[config.mk]
export PLATFORM = sky130hd
export DESIGN_NAME = t0cps_top
export DESIGN_NICKNAME = d
export VERILOG_FILES = /design/src/rtl/t0cps_pkg.sv /design/src/rtl/t0cps_edge_sync.sv /design/src/rtl/t0cps_top.sv
export VERILOG_INCLUDE_DIRS = /design/src /design/src/rtl
export SDC_FILE = /design/constraint.sdc
export NUM_CORES = 1
export LEC_CHECK = 0
export BUFFER_PORTS_ARGS = -buffer_cell sky130_fd_sc_hd__buf_2
export CORE_ASPECT_RATIO = 0.8
export CORE_MARGIN = 4
export CORE_UTILIZATION = 55
export CTS_CLUSTER_DIAMETER = 100
export CTS_CLUSTER_SIZE = 30
export DETAILED_ROUTE_END_ITERATION = 6
export PLACE_DENSITY_LB_ADDON = 0.05
export SLEW_MARGIN = 15
export SYNTH_ARGS = -nofsm -noshare
export SYNTH_HDL_FRONTEND = slang
export SYNTH_SLANG_ARGS = --single-unit
[constraint.sdc]
create_clock -name mclk -period 6.5 [get_ports mclk]
set_input_delay 1.625 -clock mclk [delete_from_list [all_inputs] [get_ports mclk]]
set_output_delay 1.625 -clock mclk [all_outputs]
set_load 0.02 [all_outputs]
[src/rtl/t0cps_map.svh]
`ifndef T0CPS_MAP_SVH
`define T0CPS_MAP_SVH

`define T0CPS_MODE_RESET   8'h3F
`define T0CPS_LOWSEL_BIT   7
`define T0CPS_SPARE_BIT    6
`define T0CPS_SRC_BIT      5
`define T0CPS_EDGE_BIT     4
`define T0CPS_OWNER_BIT    3
`define T0CPS_RATE_HI      2
`define T0CPS_RATE_LO      0
`define T0CPS_PCV_ADDR     5'h0A
`define T0CPS_PCV_RESET    8'hFF
`define T0CPS_UNMAPPED     8'h00
`define T0CPS_SYNC_STAGES  2

`endif

[src/rtl/t0cps_pkg.sv]
package t0cps_pkg;

  typedef enum logic [1:0] {
    T0CPS_SRC_INST = 2'b00,
    T0CPS_SRC_PIN  = 2'b01,
    T0CPS_SRC_LOSC = 2'b10
  } t0cps_src_t;

  typedef enum logic {
    T0CPS_OWN_TIMER = 1'b0,
    T0CPS_OWN_WDT   = 1'b1
  } t0cps_owner_t;

  typedef enum logic {
    T0CPS_LOSC_LRC = 1'b0,
    T0CPS_LOSC_LXT = 1'b1
  } t0cps_losc_t;

  function automatic logic [7:0] t0cps_low_mask(input logic [3:0] expo);
    logic [7:0] ones;
    ones = 8'hFF;
    return ~(ones << expo);
  endfunction

endpackage

[src/rtl/t0cps_edge_sync.sv]
`timescale 1ns/1ps
`default_nettype none
module t0cps_edge_sync #(
  parameter int W = 3
) (
  input  wire logic         mclk,
  input  wire logic         rst_n,
  input  wire logic [W-1:0] async_in,
  output logic      [W-1:0] rise,
  output logic      [W-1:0] fall
);
  logic [W-1:0] meta_ff;
  logic [W-1:0] sync_ff;
  logic [W-1:0] last_ff;

  // only sync_ff reads meta_ff; edges are taken between sync_ff and last_ff
  genvar gi;
  generate
    for (gi = 0; gi < W; gi++) begin : g_bit
      always_ff @(posedge mclk or negedge rst_n) begin
        if (!rst_n) begin
          meta_ff[gi] <= 1'b0;
          sync_ff[gi] <= 1'b0;
          last_ff[gi] <= 1'b0;
        end else begin
          meta_ff[gi] <= async_in[gi];
          sync_ff[gi] <= meta_ff[gi];
          last_ff[gi] <= sync_ff[gi];
        end
      end
      assign rise[gi] = sync_ff[gi] & ~last_ff[gi];
      assign fall[gi] = ~sync_ff[gi] & last_ff[gi];
    end
  endgenerate
endmodule // t0cps_edge_sync
`default_nettype wire

[src/rtl/t0cps_top.sv]
// Functional notes
// - the mode register is reached only by its own write and read instructions, never by address.
// - owner bit 1 routes the shared prescaler to the watchdog, 0 routes it to timer0.
// - serving timer0, rate code n divides by two to the power n plus one, 1:2 up to 1:256.
// - serving a watchdog in reset timeout mode, code n divides by two to the power n, 1:1 up to 1:128.
// - serving a watchdog in interrupt timeout mode, ratios equal the timer0 ones, 1:2 up to 1:256.
// - edge bit 1 counts falling edges of the count pin, 0 counts rising edges.
// - the same edge bit applies when the low-frequency oscillator is the source.
// - source bit 0 clocks timer0 from the instruction clock, 1 from pin or low oscillator.
// - with source bit 1, low-clock bit 0 picks the pin and 1 picks the low oscillator.
// - the low oscillator is the internal rc or external crystal, chosen by a config option.
// - a read-only prescaler count register returns the live prescaler counter.
`include "t0cps_map.svh"
`timescale 1ns/1ps
`default_nettype none
module t0cps_top
  import t0cps_pkg::*;
(
  input  wire logic       mclk,
  input  wire logic       rst_n,
  input  wire logic       mode_wr_instr,
  input  wire logic [7:0] mode_wr_data,
  input  wire logic       mode_config_read_instr,
  output logic      [7:0] mode_rd_data,
  input  wire logic       sfr_rd_en,
  input  wire logic [4:0] sfr_addr,
  output logic      [7:0] sfr_rd_data,
  input  wire logic       instruction_clock,
  input  wire logic       external_count_pin,
  input  wire logic       internal_low_rc,
  input  wire logic       external_low_crystal,
  input  wire logic       low_osc_option,
  input  wire logic       wdt_int_mode,
  input  wire logic       wdt_tick,
  output logic            timer0_inc,
  output logic            wdt_inc,
  output logic      [7:0] prescaler_count_value
);
  logic [7:0]   timer_mode_config_ff;
  logic [7:0]   nxt_timer_mode_config;
  logic [7:0]   mode_rd_ff;
  logic [7:0]   nxt_mode_rd;
  logic [7:0]   sfr_rd_ff;
  logic [7:0]   nxt_sfr_rd;
  logic [7:0]   pcount_ff;
  logic [7:0]   nxt_pcount;
  logic         timer0_inc_ff;
  logic         nxt_timer0_inc;
  logic         wdt_inc_ff;
  logic         nxt_wdt_inc;
  logic         losc_opt_ff;
  logic         nxt_losc_opt;
  logic [2:0]   edge_rise;
  logic [2:0]   edge_fall;
  logic [2:0]   edge_sel;
  logic         low_clock_timer_select;
  logic         timer_source_select;
  logic         count_edge_select;
  logic [2:0]   prescaler_rate_select;
  t0cps_owner_t owner;
  t0cps_src_t   src;
  logic         ext_event;
  logic         t0_event;
  logic         presc_in;
  logic         presc_out;
  logic [3:0]   expo;
  logic [7:0]   pmask;

  // bit 0 pin, bit 1 internal rc, bit 2 external crystal
  t0cps_edge_sync #(
    .W (3)
  ) u_sync (
    .mclk     (mclk),
    .rst_n    (rst_n),
    .async_in ({external_low_crystal, internal_low_rc, external_count_pin}),
    .rise     (edge_rise),
    .fall     (edge_fall)
  );

  assign low_clock_timer_select = timer_mode_config_ff[`T0CPS_LOWSEL_BIT];
  assign timer_source_select    = timer_mode_config_ff[`T0CPS_SRC_BIT];
  assign count_edge_select      = timer_mode_config_ff[`T0CPS_EDGE_BIT];
  assign prescaler_rate_select  = timer_mode_config_ff[`T0CPS_RATE_HI:`T0CPS_RATE_LO];
  assign owner = t0cps_owner_t'(timer_mode_config_ff[`T0CPS_OWNER_BIT]);

  always_comb begin
    nxt_timer_mode_config = timer_mode_config_ff;
    nxt_mode_rd           = mode_rd_ff;
    nxt_sfr_rd            = sfr_rd_ff;
    nxt_losc_opt          = low_osc_option;
    // no address path reaches the mode register
    if (mode_wr_instr) begin
      nxt_timer_mode_config = mode_wr_data;
    end
    if (mode_config_read_instr) begin
      nxt_mode_rd = timer_mode_config_ff;
    end
    if (sfr_rd_en) begin
      if (sfr_addr == `T0CPS_PCV_ADDR) begin
        nxt_sfr_rd = pcount_ff;
      end else begin
        nxt_sfr_rd = `T0CPS_UNMAPPED;
      end
    end
  end

  always_ff @(posedge mclk or negedge rst_n) begin
    if (!rst_n) begin
      timer_mode_config_ff <= `T0CPS_MODE_RESET;
      mode_rd_ff           <= 8'h00;
      sfr_rd_ff            <= 8'h00;
      losc_opt_ff          <= 1'b0;
    end else begin
      timer_mode_config_ff <= nxt_timer_mode_config;
      mode_rd_ff           <= nxt_mode_rd;
      sfr_rd_ff            <= nxt_sfr_rd;
      losc_opt_ff          <= nxt_losc_opt;
    end
  end

  always_comb begin
    if (!timer_source_select) begin
      src = T0CPS_SRC_INST;
    end else if (low_clock_timer_select) begin
      src = T0CPS_SRC_LOSC;
    end else begin
      src = T0CPS_SRC_PIN;
    end
    // the option is static in use; a change mid-count may give one stray edge
    edge_sel = count_edge_select ? edge_fall : edge_rise;
    if (src == T0CPS_SRC_LOSC) begin
      ext_event = (t0cps_losc_t'(losc_opt_ff) == T0CPS_LOSC_LXT) ? edge_sel[2] : edge_sel[1];
    end else begin
      ext_event = edge_sel[0];
    end
    t0_event = (src == T0CPS_SRC_INST) ? instruction_clock : ext_event;
    presc_in = (owner == T0CPS_OWN_WDT) ? wdt_tick : t0_event;
    if (owner == T0CPS_OWN_WDT && !wdt_int_mode) begin
      expo = {1'b0, prescaler_rate_select};
    end else begin
      expo = {1'b0, prescaler_rate_select} + 4'h1;
    end
    pmask      = t0cps_low_mask(expo);
    nxt_pcount = presc_in ? pcount_ff - 8'h01 : pcount_ff;
    // down counter: low bits wrap to all ones once per ratio
    presc_out  = presc_in && ((nxt_pcount & pmask) == pmask);
    if (owner == T0CPS_OWN_WDT) begin
      nxt_wdt_inc    = presc_out;
      nxt_timer0_inc = t0_event;
    end else begin
      nxt_wdt_inc    = wdt_tick;
      nxt_timer0_inc = presc_out;
    end
  end

  always_ff @(posedge mclk or negedge rst_n) begin
    if (!rst_n) begin
      pcount_ff     <= `T0CPS_PCV_RESET;
      timer0_inc_ff <= 1'b0;
      wdt_inc_ff    <= 1'b0;
    end else begin
      pcount_ff     <= nxt_pcount;
      timer0_inc_ff <= nxt_timer0_inc;
      wdt_inc_ff    <= nxt_wdt_inc;
    end
  end

  assign mode_rd_data          = mode_rd_ff;
  assign sfr_rd_data           = sfr_rd_ff;
  assign timer0_inc            = timer0_inc_ff;
  assign wdt_inc               = wdt_inc_ff;
  assign prescaler_count_value = pcount_ff;
endmodule // t0cps_top
`default_nettype wire

==> results.toml, run 1 <==
[final_layout]
drive_gt1_frac = 0.402
finish.utilization = 0.676
final_cells = 314
final_common_cell = "buf_2"
mostFrequentLayoutCells = "buf_2 (50), dfrtp_1 (30), nand2_1 (17)"
diodes = 0
synthToLayoutAreaGrowth_pct = 16.6
fin_nets = 285

[critical_path]
r2r_end = "wdt_inc"
r2r_slack_ns = 3.94
end_kind = "register"
arrival_ns = 3.35
endpoint = "wdt_inc"
rr_worst_depth = 7
crit_type = "input port to register"
worst_setup_path_start_kind = "input port"
startpoint = "wdt_int_mode"
timing.rr.start = "timer_mode_config_ff[0]"
crit_required_ns = 6.67
crit_fanout = 10

[drt]
drt-initial-drc-count = 93
dr.pass1.iters = 4
detail_route.wl_per_cell_um = 15.3
ant_nets = 0
wl_um = 4790
drc = 0
via_per_inst = 5.61
vias = 1763

[clocking]
clk_latency_ns = 0.30
hold_buffers = 0
cts_resized = 0
cts_tree = "yes"
clk_path_buf_depth = 2
clock_sinks = 44
cts_made_buffers = 5
root_buffer = "clkbuf_8"
clk_pin_slew_worst_paths_ns = 0.09
post-cts-setup-buffers = 0
htree_levels = 2

[synth]
synth_cell_type_count = 57
synth-main-ff-cell = "dfrtp_1"
synthXorXnorAreaFrac = 0.0311
synthCells = 210
synth-edff-count = 0
synth_top_area_frac = 0.334
yosys_warnings = 0
netlist_area_um2 = 2250
yosys.area.top_type = "dfrtp_1"
synth_mux_area_frac = 0.0957
syn_nets = 237
synthAdderAreaFrac = 0.0111
ys_seq_area_frac = 0.497
async_reset_ff_frac = 1.00
synth_compound_area_frac = 0.145
synth_top_family_by_area = "simple AND/OR/NAND/NOR gates"
synth-seq-cells = 44
synthTopCellsByArea = "dfrtp_1 (33%), dfstp_2 (16%), mux2_2 (8.0%)"
synth-simple-area-share = 0.170
avgSynthCellArea_um2 = 10.7

[sta]
final.setup.tns_ns = 0
fin_crit_sh = 0.489
rsz0062_at_grt = "no"
min_period_ns = 3.18
hold_viol = 0
slew-limit-headroom = 0.375
final.setup_skew_ns = 0.00526
drv_slew = 0
setup_viol = 0
clock.fmax_ghz = 0.315
worst_slew_pin_slew_ns = 0.937
setup_slack_ns = 3.32
hold_ws_ns = 0.353

[grt]
grtUsageTotal = 0.201
antenna_found_initial = 0
grt-ovfl-total = 0
grt_pass1_wl_um = 8080
grt_max_degree = 45
grt_pass1_vias = 1661

[floorplan]
initial_core_util = 0.580
std_cell_rows = 20
core_area_um2 = 3880
pin_count = 51
die-height_um = 65.2
die-area_um2 = 5180
fp.dieW_um = 79.5

[placed_design]
hpwl_um = 3540
detailedPlace.worstSlack_ns = 3.03
io_buffers = 50
gp_congestion = 0.894
dp.cells = 306

[power]
p_sw_w = 0.000347
p_leak_nw = 1.16
peakVddDrop_mv = 0.220
p_seq_frac = 0.439
power_frac_comb = 0.333
p_int_w = 0.000586
clock_power_share = 0.228
powerDensity_nw_per_um2 = 356
swShare = 0.372

[flow_run]
maxCapViolCount = 0

[outcome]
status = "finished, final reports clean"

[min_path]
hold_start = "u_sync.meta_ff[2]"
hold_path_class = "register to register"
## power by group through the flow
| stage | combinational, W | sequential (W) | clock, W |
|---|---|---|---|
| finish | 0.000310 | 0.000410 | 0.000213 |
| global route | 0.000338 | 0.000422 | 0.000235 |
| CTS | 0.000311 | 0.000410 | 0.000219 |
| detailed placement | 0.000307 | 0.000415 | 0 |
| global placement | 0.000304 | 0.000415 | 0 |
| floorplan | 0.000196 | 0.000434 | 0 |
## sequential cells by signal, summed over array words and instances (netlist names)
register / count
u_sync.last_ff: 3
timer0_inc: 1
timer_mode_config_ff: 8
losc_opt_ff: 1
sfr_rd_data: 8
mode_rd_data: 8
wdt_inc: 1
u_sync.meta_ff: 3
prescaler_count_value: 8
u_sync.sync_ff: 3
## synthesized netlist by cell type, drive strengths merged (2+ instances only)
cell,instances
dfstp,14
nor3,4
clkbuf,6
or2,2
xnor2,4
ha,2
buf,3
nor3b,2
inv,14
mux2,17
nand3,7
and2b,2
mux2i,2
nor4,3
or3,2
o31ai,3
nand2b,2
o21ai,17
dfrtp,30
a311oi,2
xor2,4
nand4,4
and2,2
a21oi,4
o21bai,2
nor2,14
a31oi,5
nand2,17
## how the worst min path moves through the flow
| stage | end | slack (ns) | depth (start not counted) |
|---|---|---|---|
| after detailed placement | u_sync.sync_ff[1] | 0.34 | 0 |
| after global routing | u_sync.sync_ff[2] | 0.35 | 0 |
| after CTS | u_sync.sync_ff[2] | 0.36 | 0 |
| after floorplan | u_sync.sync_ff[0] | 0.33 | 0 |
| after global placement | u_sync.sync_ff[1] | 0.33 | 0 |
| final | u_sync.sync_ff[2] | 0.35 | 0 |
## worst max-delay path, cell delays in order
cell and delay (ns):
buf_2 0.08, nand2b_1 0.29, a21oi_1 0.14, a311oi_1 0.35
nand4_1 0.14, o211a_1 0.14, o311ai_1 0.41, o32ai_1 0.16
## per-layer routing
| metal | wire length [um] | global-route usage | up-vias |
|---|---|---|---|
| met5 | 0 | 0 | - |
| met4 | 42 | 0.0472 | 0 |
| met3 | 194 | 0.0534 | 7 |
| met2 | 2270 | 0.293 | 52 |
| met1 | 2290 | 0.300 | 848 |
| li1 | - | - | 856 |
## cells by family after synthesis
group	after synthesis
buffers and inverters	23
DFF	44
adders and majority gates	2
AOI/OAI and AO/OA	44
xor gates and xnor gates	8
and+or+nand+nor	70
muxes	19
## layout make-up
cell class / count / area (um^2)
clock buffer: 5 / 68.8
clock inverter: 3 / 46.3
fill: 317 / 1250
inverter: 14 / 52.6
multi-input combinational: 143 / 1020
sequential: 44 / 1120
tap: 55 / 68.8
timing repair buffer: 50 / 250
## per-stage QoR
step	total power (W)	area (um^2)
floorplan	0.000630	2250
global placement	0.000719	2510
detailed placement	0.000722	2510
CTS	0.000941	2620
global route	0.000994	2620
finish	0.000933	2620
Note: power is estimated with default switching activity, not from simulation.
==> run 2: changes to the inputs <==
--- a/config.mk
+++ b/config.mk
@@ -9,7 +9,7 @@
 export BUFFER_PORTS_ARGS = -buffer_cell sky130_fd_sc_hd__buf_2
 export CORE_ASPECT_RATIO = 0.8
 export CORE_MARGIN = 4
-export CORE_UTILIZATION = 55
+export CORE_UTILIZATION = 48
 export CTS_CLUSTER_DIAMETER = 100
 export CTS_CLUSTER_SIZE = 30
 export DETAILED_ROUTE_END_ITERATION = 6
==> constraint.sdc (replaced) <==
create_clock -name mclk -period 2.9 [get_ports mclk]
set_input_delay 0.725 -clock mclk [delete_from_list [all_inputs] [get_ports mclk]]
set_output_delay 0.725 -clock mclk [all_outputs]
set_load 0.02 [all_outputs]
==> run 2 against run 1 <==
Clock skew increased by 0.0028 ns. Register-to-register slack lost 3.6 ns. Wire length rose by 0.75%. Final cell count grew 1.3%. Flip-flop and latch count unchanged. First-iteration DRC count down 33%. Power rose by 110%. Critical endpoint unchanged.
==> results.toml, run 2 (synthesis results as in run 1) <==
[floorplan]
initial_core_util = 0.516
die-area_um2 = 5850
std_cell_rows = 21
pin_count = 51
fp.dieW_um = 84.5
die-height_um = 69.2
core_area_um2 = 4360

[critical_path]
worst_setup_path_start_kind = "register"
end_kind = "register"
crit_type = "register to register"
arrival_ns = 2.72
crit_path_top_delay_cell = "dfstp_2"
crit_fanout = 14
crit_required_ns = 3.06
crit_chain = "ha_1 -> xor2_1 -> a32oi_1 -> or3_1 -> o211a_1 -> o311ai_1 -> o32ai_1"
slowest_delay_ns = 0.68

[drt]
wl_met3_um = 244
vias = 1746
drc = 0
via_per_inst = 5.49
drt-initial-drc-count = 62
wirelength_met1_um = 2290
wl_um = 4830
met2_length_um = 2240
top_layer_used = "met4"
dr.pass1.iters = 4
detail_route.wl_per_cell_um = 15.2
ant_nets = 0

[clocking]
clk_path_buf_depth = 2
post-cts-setup-buffers = 0
hold_buffers = 0
cts_tree = "yes"
cts_resized = 0
htree_levels = 2
clk_pin_slew_worst_paths_ns = 0.08
clock_sinks = 44
clk_latency_ns = 0.29
root_buffer = "clkbuf_8"
cts_made_buffers = 5

[power]
swShare = 0.383
p_leak_nw = 1.16
p_seq_frac = 0.465
clock_power_share = 0.183
p_sw_w = 0.000757
powerDensity_nw_per_um2 = 756
power_frac_comb = 0.352
p_int_w = 0.00122
peakVddDrop_mv = 0.348

[grt]
grt_max_degree = 42
grt_pass1_vias = 1645
antenna_found_initial = 0
grtUsageTotal = 0.170
grt-ovfl-total = 0
grt_pass1_wl_um = 8090

[final_layout]
mostFrequentLayoutCells = "buf_2 (50), dfrtp_1 (30), nand2_1 (17)"
drive_gt1_frac = 0.406
diodes = 0
final_common_cell = "buf_2"
fin_nets = 288
synthToLayoutAreaGrowth_pct = 16.2

[placed_design]
hpwl_um = 3580
detailedPlace.worstSlack_ns = 0.344
io_buffers = 50
gp_congestion = 0.911

[sta]
setup_viol = 0
slew-limit-headroom = 0.410
clock.fmax_ghz = 0.391
setup_slack_ns = 0.343
min_period_ns = 2.56
drv_slew = 0
final.setup_skew_ns = 0.00805
fin_crit_sh = 0.882
worst_slew_pin_slew_ns = 0.885
rsz0062_at_grt = "no"
final.setup.tns_ns = 0
hold_viol = 0

[outcome]
status = "finished, final reports clean"

[min_path]
hold_path_class = "register to register"

[flow_run]
maxCapViolCount = 0
-- run 2: changes by cell type in the layout (fill, tap and decap cells not counted), sizes merged --
| cell | before | now |
|---|---|---|
| inv | 15 | 14 |
| buf | 50 | 53 |
| clkinv | 0 | 1 |
| bufinv | 1 | 0 |
-- run 2: critical path, delay by kind of cell (launching register included) --
kind | cells | cell delay, ns
xor gates and xnor gates | 1 | 0.22
adders and majority gates | 1 | 0.31
and+or+nand+nor | 1 | 0.37
DFF | 1 | 0.68
AOI/OAI and AO/OA | 4 | 0.83
-- run 2: per-stage QoR --
stage                     std cells  power (W)  cell area, um^2  utilization  hold slack (ns)
after global placement          311    0.00163             2530        0.581            0.333
after CTS                       318    0.00200             2620        0.600            0.355
after detailed placement        311    0.00162             2530        0.581            0.336
after floorplan                 210    0.00141             2250            -            0.331
final                           318    0.00198             2620        0.600            0.352
after global routing            318    0.00212             2620        0.600            0.365
-- run 2: area by class of cell --
cell class              count  area [um^2]
repair buffers             53          273
well taps                  57         71.3
fillers                   388         1750
inverters                  14         52.6
multi-input cells         143         1020
clock inverters             2         12.5
clock buffers               5         68.8
flip-flops and latches     44         1120
-- run 2: worst paths after layout --
path	startpoint	end	slack [ns]	cells past startpoint
worst min register to register	u_sync.meta_ff[2]	u_sync.sync_ff[2]	0.35	0
max in group asynchronous	rst_n	prescaler_count_value[5]	1.66	2
worst max register to register	timer_mode_config_ff[0]	wdt_inc	0.34	7
worst min-delay path	u_sync.meta_ff[2]	u_sync.sync_ff[2]	0.35	0
min in group asynchronous	rst_n	sfr_rd_data[0]	0.55	1
worst max-delay path	timer_mode_config_ff[0]	wdt_inc	0.34	7
-- run 2: layer usage --
metal | global-route usage | vias up
met4 | 0.0545 | 0
met1 | 0.250 | 827
met2 | 0.248 | 55
met3 | 0.0404 | 4
li1 | - | 860
met5 | 0 | -
-- run 2: power groups by stage --
| stage | Sequential [W] | Combinational (W) | Clock, W |
|---|---|---|---|
| CTS | 0.000921 | 0.000697 | 0.000379 |
| detailed placement | 0.000933 | 0.000691 | 0 |
| global route | 0.000948 | 0.000760 | 0.000407 |
| floorplan | 0.000973 | 0.000440 | 0 |
| finish | 0.000920 | 0.000696 | 0.000362 |
| global placement | 0.000933 | 0.000693 | 0 |
